--- src/rtl/cbto_pkg.sv ---
package cbto_pkg;
   // Operation classes after decode
   typedef enum logic [4:0] {
      CBTO_OP_NOP,
      CBTO_OP_IO_CLR,
      CBTO_OP_IO_SET,
      CBTO_OP_BST,
      CBTO_OP_BLD,
      CBTO_OP_FLAG_SET,
      CBTO_OP_FLAG_CLR,
      CBTO_OP_MOV,
      CBTO_OP_LDI,
      CBTO_OP_LD,
      CBTO_OP_LD_INC,
      CBTO_OP_LD_DEC,
      CBTO_OP_ST,
      CBTO_OP_ST_INC,
      CBTO_OP_ST_DEC,
      CBTO_OP_LDS,
      CBTO_OP_STS,
      CBTO_OP_IN,
      CBTO_OP_OUT,
      CBTO_OP_PUSH,
      CBTO_OP_POP,
      CBTO_OP_BREAK,
      CBTO_OP_SLEEP,
      CBTO_OP_WDR
   } cbto_op_t;

   // Decoded instruction as presented by the fetch stage
   typedef struct packed {
      cbto_op_t   op;
      logic [3:0] rd;
      logic [3:0] rr;
      logic [2:0] bitsel;
      logic [1:0] ptr;
      logic [7:0] imm;
      logic [5:0] io_addr;
      logic [7:0] mem_addr;
   } cbto_instr_t;

   // Data memory port request
   typedef struct packed {
      logic       rd_en;
      logic       wr_en;
      logic [7:0] addr;
      logic [7:0] wdata;
   } cbto_mem_req_t;

   // I/O space request
   typedef struct packed {
      logic       rd_en;
      logic       wr_en;
      logic [5:0] addr;
      logic [7:0] wdata;
   } cbto_io_req_t;

   localparam int unsigned CBTO_NREGS     = 16;
   localparam logic [3:0]  CBTO_PTR_X_LO  = 4'hA;
   localparam logic [3:0]  CBTO_PTR_Y_LO  = 4'hC;
   localparam logic [3:0]  CBTO_PTR_Z_LO  = 4'hE;
   localparam logic [7:0]  CBTO_STATUS_REGISTER_RST  = 8'h00;
   localparam logic [7:0]  CBTO_SP_RST    = 8'hFF;
   localparam logic [7:0]  CBTO_REG_RST   = 8'h00;
   // Status bit positions
   localparam int unsigned CBTO_FLAG_C    = 0;
   localparam int unsigned CBTO_FLAG_Z    = 1;
   localparam int unsigned CBTO_FLAG_N    = 2;
   localparam int unsigned CBTO_FLAG_V    = 3;
   localparam int unsigned CBTO_FLAG_S    = 4;
   localparam int unsigned CBTO_FLAG_H    = 5;
   localparam int unsigned CBTO_FLAG_T    = 6;
   localparam int unsigned CBTO_FLAG_I    = 7;
   // Cycle counts
   localparam logic [1:0]  CBTO_CYC_ONE   = 2'h1;
   localparam logic [1:0]  CBTO_CYC_TWO   = 2'h2;
   localparam logic [1:0]  CBTO_CYC_THREE = 2'h3;
endpackage : cbto_pkg

--- src/rtl/cbto_ptr_unit.sv ---
`timescale 1ns/10ps
`default_nettype none
// Pointer pair adjust: post-increment or pre-decrement
module cbto_ptr_unit (
   // Pointer in
   input  wire logic [15:0] ptr_in,
   input  wire logic        inc,
   input  wire logic        dec,
   // Results
   output logic      [15:0] addr_use,
   output logic      [15:0] ptr_next
);
   logic [15:0] ptr_dec;

   assign ptr_dec  = ptr_in - 16'h0001;
   assign addr_use = dec ? ptr_dec : ptr_in;
   assign ptr_next = inc ? ptr_in + 16'h0001 : (dec ? ptr_dec : ptr_in);
endmodule : cbto_ptr_unit
`default_nettype wire

--- src/rtl/cbto_core.sv ---
// What this block does
// - Clear selected I/O bit in one cycle; flags untouched.
// - Copy selected register bit into transfer flag in one cycle.
// - Write transfer flag into selected register bit in one cycle.
// - Each flag instruction sets or clears exactly one status flag, one cycle.
// - Overflow clear zeroes overflow flag in one cycle, others kept.
// - Post-increment load reads at pointer, then increments it; two cycles.
// - Pre-decrement load decrements pointer, then reads; two cycles.
// - Post-increment store writes at pointer, increments it; one cycle.
// - Pre-decrement store decrements pointer, then writes; two cycles.
// - Direct load fetches byte at immediate address; one cycle.
// - Direct store writes register at immediate address; one cycle.
// - I/O in and out move one byte in one cycle, no flags.
// - Push places register on stack in two cycles, no flags.
// - Pop fetches top stack byte into register in two cycles.
// - Break, nop, sleep, watchdog restart take one cycle, no flags.
`timescale 1ns/10ps
`default_nettype none
module cbto_core (
   // Clock and reset
   input  wire logic                    ref_clk,
   input  wire logic                    resetn,
   // Instruction issue
   input  wire logic                    instr_valid,
   input  wire cbto_pkg::cbto_instr_t   instr,
   output logic                         instr_ready,
   // Data memory
   output var cbto_pkg::cbto_mem_req_t  mem_req,
   input  wire logic [7:0]              mem_rdata,
   // I/O space
   output var cbto_pkg::cbto_io_req_t   io_req,
   input  wire logic [7:0]              io_rdata,
   // Control events and state
   output logic                         break_pulse,
   output logic                         sleep_pulse,
   output logic                         wdr_pulse,
   output logic [7:0]                   status_register,
   output logic [7:0]                   stack_ptr
);
   typedef enum logic [1:0] {CBTO_S_IDLE, CBTO_S_EXEC, CBTO_S_DONE} cbto_state_t;

   cbto_state_t           state_q;
   cbto_pkg::cbto_instr_t cur_q;
   logic [1:0]            cyc_q;
   logic [1:0]            cyc_need;
   logic [7:0]            regs_q [cbto_pkg::CBTO_NREGS];
   logic [7:0]            status_register_q;
   logic [7:0]            sp_q;
   logic [15:0]           ptr_val;
   logic [15:0]           ptr_addr;
   logic [15:0]           ptr_next;
   logic [3:0]            ptr_lo;
   logic                  is_inc;
   logic                  is_dec;
   logic                  last;
   logic [7:0]            rd_val;
   logic [7:0]            rr_val;
   logic [7:0]            bit_mask;

   // Pointer register index from pointer select
   function automatic logic [3:0] ptr_base(input logic [1:0] sel);
      case (sel)
         2'h0:    ptr_base = cbto_pkg::CBTO_PTR_X_LO;
         2'h1:    ptr_base = cbto_pkg::CBTO_PTR_Y_LO;
         default: ptr_base = cbto_pkg::CBTO_PTR_Z_LO;
      endcase
   endfunction : ptr_base

   // Cycle count for each operation
   function automatic logic [1:0] op_cycles(input cbto_pkg::cbto_op_t op);
      case (op)
         cbto_pkg::CBTO_OP_LD_INC: op_cycles = cbto_pkg::CBTO_CYC_TWO;
         cbto_pkg::CBTO_OP_LD_DEC: op_cycles = cbto_pkg::CBTO_CYC_TWO;
         cbto_pkg::CBTO_OP_LD:     op_cycles = cbto_pkg::CBTO_CYC_ONE;
         cbto_pkg::CBTO_OP_ST_DEC: op_cycles = cbto_pkg::CBTO_CYC_TWO;
         cbto_pkg::CBTO_OP_PUSH:   op_cycles = cbto_pkg::CBTO_CYC_TWO;
         cbto_pkg::CBTO_OP_POP:    op_cycles = cbto_pkg::CBTO_CYC_TWO;
         default:                  op_cycles = cbto_pkg::CBTO_CYC_ONE;
      endcase
   endfunction : op_cycles

   assign ptr_lo   = ptr_base(cur_q.ptr);
   assign ptr_val  = {regs_q[ptr_lo + 4'h1], regs_q[ptr_lo]};
   assign is_inc   = (cur_q.op == cbto_pkg::CBTO_OP_LD_INC) || (cur_q.op == cbto_pkg::CBTO_OP_ST_INC);
   assign is_dec   = (cur_q.op == cbto_pkg::CBTO_OP_LD_DEC) || (cur_q.op == cbto_pkg::CBTO_OP_ST_DEC);
   assign cyc_need = op_cycles(cur_q.op);
   assign last     = (state_q == CBTO_S_EXEC) && (cyc_q == cyc_need);
   assign rd_val   = regs_q[cur_q.rd];
   assign rr_val   = regs_q[cur_q.rr];
   assign bit_mask = 8'h01 << cur_q.bitsel;
   assign instr_ready = (state_q != CBTO_S_EXEC);

   cbto_ptr_unit u_ptr (
      .ptr_in   (ptr_val),
      .inc      (is_inc),
      .dec      (is_dec),
      .addr_use (ptr_addr),
      .ptr_next (ptr_next)
   );

   // Issue and cycle sequencing
   always_ff @(posedge ref_clk or negedge resetn) begin
      if (!resetn) begin
         state_q <= CBTO_S_IDLE;
         cur_q   <= '0;
         cyc_q   <= 2'h0;
      end else begin
         case (state_q)
            CBTO_S_IDLE, CBTO_S_DONE: begin
               state_q <= CBTO_S_IDLE;
               if (instr_valid) begin
                  cur_q   <= instr;
                  cyc_q   <= cbto_pkg::CBTO_CYC_ONE;
                  state_q <= CBTO_S_EXEC;
               end
            end
            CBTO_S_EXEC: begin
               if (last) begin
                  state_q <= CBTO_S_DONE;
               end else begin
                  cyc_q <= cyc_q + 2'h1;
               end
            end
            default: state_q <= CBTO_S_IDLE;
         endcase
      end
   end

   // Memory and I/O requests, issued on the final cycle
   always_comb begin
      mem_req = '0;
      io_req  = '0;
      if (last) begin
         case (cur_q.op)
            cbto_pkg::CBTO_OP_IO_CLR, cbto_pkg::CBTO_OP_IO_SET: begin
               io_req.addr  = cur_q.io_addr;
               io_req.wr_en = 1'b1;
               io_req.wdata = (cur_q.op == cbto_pkg::CBTO_OP_IO_CLR) ? (io_rdata & ~bit_mask)
                                                                   : (io_rdata | bit_mask);
            end
            cbto_pkg::CBTO_OP_IN: begin
               io_req.addr  = cur_q.io_addr;
               io_req.rd_en = 1'b1;
            end
            cbto_pkg::CBTO_OP_OUT: begin
               io_req.addr  = cur_q.io_addr;
               io_req.wr_en = 1'b1;
               io_req.wdata = rr_val;
            end
            cbto_pkg::CBTO_OP_LD, cbto_pkg::CBTO_OP_LD_INC, cbto_pkg::CBTO_OP_LD_DEC: begin
               mem_req.addr  = ptr_addr[7:0];
               mem_req.rd_en = 1'b1;
            end
            cbto_pkg::CBTO_OP_ST, cbto_pkg::CBTO_OP_ST_INC, cbto_pkg::CBTO_OP_ST_DEC: begin
               mem_req.addr  = ptr_addr[7:0];
               mem_req.wr_en = 1'b1;
               mem_req.wdata = rr_val;
            end
            cbto_pkg::CBTO_OP_LDS: begin
               mem_req.addr  = cur_q.mem_addr;
               mem_req.rd_en = 1'b1;
            end
            cbto_pkg::CBTO_OP_STS: begin
               mem_req.addr  = cur_q.mem_addr;
               mem_req.wr_en = 1'b1;
               mem_req.wdata = rr_val;
            end
            cbto_pkg::CBTO_OP_PUSH: begin
               mem_req.addr  = sp_q;
               mem_req.wr_en = 1'b1;
               mem_req.wdata = rr_val;
            end
            cbto_pkg::CBTO_OP_POP: begin
               mem_req.addr  = sp_q + 8'h01;
               mem_req.rd_en = 1'b1;
            end
            default: begin
               mem_req = '0;
            end
         endcase
      end
   end

   // Register file, with pointer write-back
   always_ff @(posedge ref_clk or negedge resetn) begin
      if (!resetn) begin
         for (int i = 0; i < cbto_pkg::CBTO_NREGS; i++) begin
            regs_q[i] <= cbto_pkg::CBTO_REG_RST;
         end
      end else if (last) begin
         case (cur_q.op)
            cbto_pkg::CBTO_OP_BLD: regs_q[cur_q.rd] <= status_register_q[cbto_pkg::CBTO_FLAG_T] ? (rd_val | bit_mask)
                                                                                     : (rd_val & ~bit_mask);
            cbto_pkg::CBTO_OP_MOV: regs_q[cur_q.rd] <= rr_val;
            cbto_pkg::CBTO_OP_LDI: regs_q[cur_q.rd] <= cur_q.imm;
            cbto_pkg::CBTO_OP_IN:  regs_q[cur_q.rd] <= io_rdata;
            cbto_pkg::CBTO_OP_LD, cbto_pkg::CBTO_OP_LDS, cbto_pkg::CBTO_OP_POP: begin
               regs_q[cur_q.rd] <= mem_rdata;
            end
            cbto_pkg::CBTO_OP_LD_INC, cbto_pkg::CBTO_OP_LD_DEC: begin
               regs_q[ptr_lo]        <= ptr_next[7:0];
               regs_q[ptr_lo + 4'h1] <= ptr_next[15:8];
               // Loaded byte wins when destination overlaps pointer
               regs_q[cur_q.rd]      <= mem_rdata;
            end
            cbto_pkg::CBTO_OP_ST_INC, cbto_pkg::CBTO_OP_ST_DEC: begin
               regs_q[ptr_lo]        <= ptr_next[7:0];
               regs_q[ptr_lo + 4'h1] <= ptr_next[15:8];
            end
            default: regs_q[cur_q.rd] <= rd_val;
         endcase
      end
   end

   // Status register
   always_ff @(posedge ref_clk or negedge resetn) begin
      if (!resetn) begin
         status_register_q <= cbto_pkg::CBTO_STATUS_REGISTER_RST;
      end else if (last) begin
         case (cur_q.op)
            cbto_pkg::CBTO_OP_BST:      status_register_q[cbto_pkg::CBTO_FLAG_T] <= rr_val[cur_q.bitsel];
            // Bit select names the flag: V clear, I set/clear included
            cbto_pkg::CBTO_OP_FLAG_SET: status_register_q[cur_q.bitsel] <= 1'b1;
            cbto_pkg::CBTO_OP_FLAG_CLR: status_register_q[cur_q.bitsel] <= 1'b0;
            default:                    status_register_q <= status_register_q;
         endcase
      end
   end

   // Stack pointer
   always_ff @(posedge ref_clk or negedge resetn) begin
      if (!resetn) begin
         sp_q <= cbto_pkg::CBTO_SP_RST;
      end else if (last && cur_q.op == cbto_pkg::CBTO_OP_PUSH) begin
         sp_q <= sp_q - 8'h01;
      end else if (last && cur_q.op == cbto_pkg::CBTO_OP_POP) begin
         sp_q <= sp_q + 8'h01;
      end
   end

   // Control event pulses
   always_ff @(posedge ref_clk or negedge resetn) begin
      if (!resetn) begin
         break_pulse <= 1'b0;
         sleep_pulse <= 1'b0;
         wdr_pulse   <= 1'b0;
      end else begin
         break_pulse <= last && (cur_q.op == cbto_pkg::CBTO_OP_BREAK);
         sleep_pulse <= last && (cur_q.op == cbto_pkg::CBTO_OP_SLEEP);
         wdr_pulse   <= last && (cur_q.op == cbto_pkg::CBTO_OP_WDR);
      end
   end

   assign status_register = status_register_q;
   assign stack_ptr       = sp_q;
endmodule : cbto_core
`default_nettype wire

--- config.mk ---
export PLATFORM = sky130hd
export DESIGN_NAME = cbto_core
export DESIGN_NICKNAME = d
export VERILOG_FILES = /design/src/rtl/cbto_pkg.sv /design/src/rtl/cbto_ptr_unit.sv /design/src/rtl/cbto_core.sv
export SDC_FILE = /design/constraint.sdc
export NUM_CORES = 1
export LEC_CHECK = 0
export CORE_MARGIN = 2
export CORE_UTILIZATION = 48
export CTS_CLUSTER_DIAMETER = 150
export CTS_CLUSTER_SIZE = 25
export DETAILED_ROUTE_END_ITERATION = 10
export DONT_BUFFER_PORTS = 1
export MAX_ROUTING_LAYER = met4
export PLACE_DENSITY = 0.68
export SLEW_MARGIN = 10
export SYNTH_ARGS = -nofsm -noshare
export SYNTH_HDL_FRONTEND = slang
export SYNTH_HIERARCHICAL = 1
export SYNTH_SLANG_ARGS = --single-unit
--- constraint.sdc ---
create_clock -name ref_clk -period 3.45 [get_ports ref_clk]
set_input_delay 0.345 -clock ref_clk [delete_from_list [all_inputs] [get_ports ref_clk]]
set_output_delay 0.345 -clock ref_clk [all_outputs]
set_load 0.02 [all_outputs]
==> results of run 1 <==
## critical path, cell delays in order, from the launching register on
cell and delay (ns):
sky130_fd_sc_hd__dfrtp_2 0.71, sky130_fd_sc_hd__mux4_2 0.63, sky130_fd_sc_hd__mux2_2 0.29, sky130_fd_sc_hd__mux2i_1 0.46
sky130_fd_sc_hd__buf_4 0.22, sky130_fd_sc_hd__o22a_1 0.13, sky130_fd_sc_hd__nor2_1 0.09
## layer usage
layer  vias up  share of wire [%]  global-route usage [%]  wire length, um
li1      10000                  -                       -                -
met1     11300                 37                    54.6            34700
met2      1859                 44                    64.5            41200
met3       453                 12                    10.9            11700
met4         0                7.5                    30.5             7070
met5         -                  0                       -                0
## stage by stage
stage	util [%]	std cells	instance area (um^2)	setup TNS (ns)	hold WS, ns
2_1_floorplan	-	2683	20200	-0.0129	0.0494
3_3_place_gp	51.9	3163	21700	0	0.0605
3_5_place_dp	51.9	3163	21700	0	0.0628
4_1_cts	54.4	3238	22700	0	-0.497
5_1_grt	54.7	3243	22800	-0.324	-0.499
6_report	54.7	3243	22800	0	-0.488
## path summary, 6_finish.rpt
path / cells after the start / slack [ns] / startpoint / end
min in group ref_clk: 2 / 0.09 / mem_rdata[6] / flop
min reg2reg: 1 / 0.50 / cur_q[11] / cur_q[11]
max: 6 / 0.05 / cur_q[27] / io_req[6]
max in group asynchronous: 0 / 3.05 / resetn / asynchronous set/reset pin
min: 0 / -0.49 / resetn / cur_q[20]
max reg2reg: 16 / 0.06 / cur_q[22] / flop
## repair_timing
action,CTS,global route
endpoints found under the hold margin,230,191
endpoints found under the setup margin,16,40
setup buffers,4,4
pin swaps,2,3
gates resized for setup,10,32
## layout make-up
cell class,count,area (um^2),area share (%)
flip-flops and latches,191,4800,21.0
multi-input cells,2190,14300,62.7
clock inverters,12,125,0.548
inverters,15,61.3,0.268
repair buffers,275,2400,10.5
clock buffers,20,457,2.00
well taps,539,674,2.95
diodes,1,2.50,0.0110
## power by group through the flow
stage               registers [W]  logic, W  clock network, W
global placement          0.00471    0.0141                 0
floorplan                 0.00380   0.00976                 0
global route              0.00493    0.0162           0.00223
finish                    0.00489    0.0153           0.00214
CTS                       0.00473    0.0146           0.00217
detailed placement        0.00477    0.0145                 0
==> load_flow_metrics.sql, run 1 <==
INSERT INTO impl_metrics (metric_group, metric, value, unit) VALUES
('status', 'outcome', 'complete, but fails checks', ''),
('status', 'violations', 'hold timing', ''),
('clock_network', 'root_buffer', 'sky130_fd_sc_hd__clkbuf_16', ''),
('clock_network', 'cts_max_level', '4', ''),
('layout', 'synth_to_layout_area_growth', '13.2', '%'),
('clock_network', 'clock_pin_slew_of_the_registers_on_the_worst_case_setup_and_hold_paths', '0.09', 'ns'),
('sta', 'final-setup-viol-count', '0', ''),
('sta', 'worst_relative_slew_slack', '29.4', '%'),
('route', 'drtPass1Iterations', '6', ''),
('hold_path', 'holdCritPathClass', 'in -> async', ''),
('critical_path', 'critPathArrivalTime', '3.06', 'ns'),
('pwr', 'cellLeakagePower', '8.86', 'nW'),
('grt', 'grt_max_degree', '192', ''),
('placement', 'globalplace.congestion', '1.04', ''),
('route', 'detail_route.wl_per_cell', '29.2', 'um'),
('yosys', 'yosysWarnings', '6', ''),
('pwr', 'cellPowerDensity', '978', 'nW/um^2'),
('sta', 'clock-skew-final', '0.0172', 'ns'),
('grt', 'grt_pass1_vias', '22300', ''),
('pwr', 'p_int', '0.00999', 'W'),
('route', 'detail_route.iter0.violations', '3719', ''),
('sta', 'unrepaired_setup_endpoints_after_global_routing', 'yes', ''),
('floorplan', 'die_h', '209', 'um'),
('layout', 'layout.cells.most_common_list', 'sky130_fd_sc_hd__o21ai_0 (381), sky130_fd_sc_hd__nand2_1 (345), sky130_fd_sc_hd__nor2_1 (274)', ''),
('layout', 'post_layout_net_count', '2753', ''),
('floorplan', 'die-width', '209', 'um'),
('critical_path', 'cp-start-kind', 'flop', ''),
('floorplan', 'core.rowCount', '75', ''),
('pwr', 'netSwitchingFraction', '55.3', '%'),
('sta', 'setup_ws', '0.0475', 'ns'),
('sta', 'peak_freq', '0.294', 'GHz'),
('floorplan', 'starting_density_of_the_core', '48.3', '%'),
('pwr', 'totalPowerFinal', '0.0223', 'W'),
('pwr', 'relative_contribution_of_the_clock_network_to_total_power', '9.6', '%'),
('layout', 'filler_cell_count', '3858', ''),
('floorplan', 'io_pins', '113', ''),
('pwr', 'power_switching', '0.0124', 'W'),
('yosys', 'gate_count_post_synth', '2683', ''),
('route', 'vias', '23700', ''),
('route', 'total_detailed_routing_wirelength', '94600', 'um'),
('placement', 'io_buffers', '0', ''),
('critical_path', 'worst_setup_path_end_kind', 'primary output', ''),
('grt', 'grt_first_pass_wirelength', '142000', 'um'),
('floorplan', 'core_area', '41800', 'um^2'),
('critical_path', 'criticalPathCategory', 'reg -> out', ''),
('sta', 'timing.final.max_slew_violations', '0', ''),
('grt', 'groute.usage.overall', '44.5', '%'),
('pwr', 'p_seq_share', '21.9', '%'),
('pwr', 'worst_ir_drop_vdd', '0.510', 'mV'),
('route', 'routed_via_density', '7.31', ''),
('yosys', 'synth_area_per_cell', '7.52', 'um^2'),
('pwr', 'power.combinational.fraction', '68.5', '%'),
('job', 'drv.max_cap_violation_count', '0', ''),
('sta', 'final.period_utilization', '98.6', '%'),
('sta', 'fin_hold_ws', '-0.488', 'ns'),
('clock_network', 'clock_tree.buffer_depth', '2', ''),
('sta', 'hold_violations', '183', ''),
('sta', 'post-route-min-period', '3.40', 'ns'),
('clock_network', 'cts_buffers', '17', ''),
('clock_network', 'cts-hold-fix-buffers', '39', ''),
('layout', 'most_common_cell_after_layout_fill_and_taps_aside', 'sky130_fd_sc_hd__o21ai_0', ''),
('placement', 'hpwl', '65900', 'um'),
('critical_path', 'crit_path_max_fanout', '13', ''),
('floorplan', 'design.die.area', '43700', 'um^2'),
('clock_network', 'cts.sink_count', '191', ''),
('route', 'drc', '0', ''),
('grt', 'globalRouteOverflowTotal', '0', ''),
('placement', 'detailedPlace.worstSlack', '0.0630', 'ns'),
('clock_network', 'clk-insertion-delay-late', '0.52', 'ns'),
('yosys', 'post_synth_instance_area', '20200', 'um^2'),
('route', 'postRouteAntennaNets', '0', ''),
('layout', 'drive_above_1_share', '17.5', '%'),
('grt', 'number_of_antenna_violations_at_the_first_check_in_global_routing', '1', ''),
('yosys', 'synth_fp_nets', '2746', ''),
('clock_network', 'cts_tree', 'built', ''),
('critical_path', 'cp_data_required_time', '3.11', 'ns'),
('sta', 'worst-slew-pin-transition', '1.05', 'ns');
Power figures use the tool's default switching activity.
==> inputs of run 2 (changes only) <==
CTS_BUF_LIST = sky130_fd_sc_hd__clkbuf_16   (was not set)
RECOVER_POWER = 100   (was not set)
==> run 2 against run 1 <==
  * The run ends with hold timing, capacitance limit, slew limit, setup timing left
  * Utilization is 0.27 points lower
  * Setup slack got worse by 0.11 ns
  * Clock skew down 0.00075 ns
  * Sequential power about the same
  * Sequential share of layout area rose by 0.10 points
==> load_flow_metrics.sql, run 2 (synthesis results as in run 1) <==
INSERT INTO impl_metrics (metric_group, metric, value, unit) VALUES
('status', 'outcome', 'complete, but fails checks', ''),
('status', 'violations', 'hold timing, capacitance limit, slew limit, setup timing', ''),
('floorplan', 'core.rowCount', '75', ''),
('sta', 'setup_ws', '-0.0632', 'ns'),
('route', 'total_detailed_routing_wirelength', '94700', 'um'),
('grt', 'grt_pass1_vias', '22300', ''),
('sta', 'unrepaired_setup_endpoints_after_global_routing', 'yes', ''),
('critical_path', 'bufs_and_invs_on_worst_path', '2', ''),
('grt', 'number_of_antenna_violations_at_the_first_check_in_global_routing', '1', ''),
('pwr', 'worst_ir_drop_vdd', '0.506', 'mV'),
('critical_path', 'crit_path_cell_trace', 'clkinv_1 -> buf_2 -> mux2i_1 -> a21oi_1 -> nor2_1', ''),
('sta', 'hold_violations', '183', ''),
('critical_path', 'max_stage_delay', '0.73', 'ns'),
('hold_path', 'holdCritPathClass', 'in -> async', ''),
('pwr', 'relative_contribution_of_the_clock_network_to_total_power', '9.5', '%'),
('clock_network', 'cts-hold-fix-buffers', '39', ''),
('route', 'routed_via_density', '7.31', ''),
('floorplan', 'die_h', '209', 'um'),
('route', 'drtPass1Iterations', '6', ''),
('sta', 'clock-skew-final', '0.0164', 'ns'),
('job', 'drv.max_cap_violation_count', '1', ''),
('critical_path', 'critPathSlowestCell', 'sky130_fd_sc_hd__dfrtp_2', ''),
('layout', 'non_filler_cell_area_final', '22700', 'um^2'),
('pwr', 'power.combinational.fraction', '68.5', '%'),
('sta', 'post-route-min-period', '3.51', 'ns'),
('grt', 'groute.usage.overall', '44.5', '%'),
('critical_path', 'cp-start-kind', 'flop', ''),
('critical_path', 'critical_path.top_delay_family', 'flip-flops', ''),
('sta', 'timing.final.max_slew_violations', '23', ''),
('floorplan', 'design.die.area', '43700', 'um^2'),
('clock_network', 'clock_tree.buffer_depth', '2', ''),
('critical_path', 'criticalPathCategory', 'reg -> out', ''),
('sta', 'final.period_utilization', '102', '%'),
('route', 'postRouteAntennaNets', '0', ''),
('sta', 'worst_relative_slew_slack', '-63.5', '%'),
('floorplan', 'die-width', '209', 'um'),
('layout', 'filler_cell_count', '3887', ''),
('grt', 'grt_first_pass_wirelength', '142000', 'um'),
('sta', 'fin_hold_ws', '-0.488', 'ns'),
('route', 'vias', '23700', ''),
('route', 'detail_route.iter0.violations', '3888', ''),
('clock_network', 'cts.sink_count', '191', ''),
('placement', 'placedInstanceArea', '21700', 'um^2'),
('placement', 'globalplace.congestion', '1.04', ''),
('pwr', 'cellLeakagePower', '8.80', 'nW'),
('layout', 'most_common_cell_after_layout_fill_and_taps_aside', 'sky130_fd_sc_hd__o21ai_0', ''),
('sta', 'peak_freq', '0.285', 'GHz'),
('layout', 'post_layout_net_count', '2752', ''),
('pwr', 'p_seq_share', '22.0', '%'),
('clock_network', 'root_buffer', 'sky130_fd_sc_hd__clkbuf_16', ''),
('critical_path', 'worst_setup_path_end_kind', 'primary output', ''),
('sta', 'worst-slew-pin-transition', '2.45', 'ns'),
('placement', 'io_buffers', '0', ''),
('clock_network', 'cts_max_level', '4', ''),
('critical_path', 'cp_data_required_time', '3.11', 'ns'),
('pwr', 'cellPowerDensity', '974', 'nW/um^2'),
('route', 'detail_route.wl_per_cell', '29.2', 'um'),
('pwr', 'netSwitchingFraction', '55.7', '%'),
('placement', 'hpwl', '65900', 'um'),
('sta', 'final-setup-viol-count', '1', ''),
('pwr', 'power_switching', '0.0123', 'W'),
('layout', 'synth_to_layout_area_growth', '12.6', '%'),
('critical_path', 'crit_path_max_fanout', '13', ''),
('layout', 'drive_above_1_share', '16.6', '%'),
('route', 'drc', '0', ''),
('grt', 'globalRouteOverflowTotal', '0', ''),
('pwr', 'p_int', '0.00981', 'W'),
('floorplan', 'core_area', '41800', 'um^2'),
('critical_path', 'critPathArrivalTime', '3.17', 'ns'),
('floorplan', 'starting_density_of_the_core', '48.3', '%'),
('clock_network', 'cts_tree', 'built', ''),
('grt', 'grt_max_degree', '192', ''),
('clock_network', 'cts_buffers', '17', ''),
('clock_network', 'clock_pin_slew_of_the_registers_on_the_worst_case_setup_and_hold_paths', '0.08', 'ns'),
('clock_network', 'clk-insertion-delay-late', '0.52', 'ns'),
('floorplan', 'io_pins', '113', ''),
('layout', 'layout.cells.most_common_list', 'sky130_fd_sc_hd__o21ai_0 (381), sky130_fd_sc_hd__nand2_1 (345), sky130_fd_sc_hd__nor2_1 (274)', '');
## run 2: cell types whose count changed in the layout (fill, tap and decap cells not counted), sizes merged
| cell | previous run | this run |
|---|---|---|
| clkbuf | 20 | 32 |
| inv | 20 | 21 |
| clkinv | 4 | 6 |
| buf | 236 | 220 |
## run 2: stage by stage
step,worst slack [ns],TNS [ns],std cells,total power (W),util [%]
finish,-0.0632,-0.0632,3242,0.0221,54.4
global route,-0.0837,-1.05,3242,0.0232,54.4
CTS,0.0365,0,3238,0.0215,54.3
detailed placement,0.0630,0,3163,0.0192,51.9
global placement,0.0848,0,3163,0.0189,51.9
floorplan,-0.0129,-0.0129,2683,0.0136,-
## run 2: final cells by class
class	count	area (um^2)	share of cell area, %
clock buffer	17	425	1.87
inverter	15	61.3	0.270
tap	539	674	2.97
sequential	191	4800	21.1
multi-input combinational	2190	14300	63.0
timing repair buffer	274	2310	10.2
antenna	1	2.50	0.0110
clock inverter	15	136	0.600
## run 2: per-layer routing
metal / vias up / wire length (um) / GRT usage, %
met5: - / 0 / -
met1: 11400 / 34700 / 54.6
met3: 428 / 12100 / 11.1
met2: 1890 / 41000 / 64.8
li1: 10000 / - / -
met4: 0 / 6970 / 29.6
## run 2: power by group through the flow
stage	Sequential, W	Combinational (W)	Clock (W)
floorplan	0.00380	0.00976	0
global placement	0.00471	0.0141	0
detailed placement	0.00477	0.0145	0
CTS	0.00473	0.0146	0.00212
global route	0.00492	0.0161	0.00219
finish	0.00487	0.0152	0.00210
## run 2: path summary, 6_finish.rpt
kind	slack [ns]	start	to	cells past startpoint
max in group asynchronous	3.08	resetn	cur_q[35]	0
max reg2reg	0	cur_q[32]	flop	9
min reg2reg	0.50	cur_q[11]	cur_q[11]	1
min in group ref_clk	0.09	mem_rdata[6]	flop	2
max	-0.06	cur_q[27]	io_req[3]	5
min	-0.49	resetn	cur_q[20]	0
## run 2: timing repair
action / in CTS / in global routing
setup endpoints to repair: 16 / 38
setup buffers: 4 / 3
pin swaps: 2 / 3
hold endpoints to repair: 230 / 191
gates resized for setup: 10 / 34
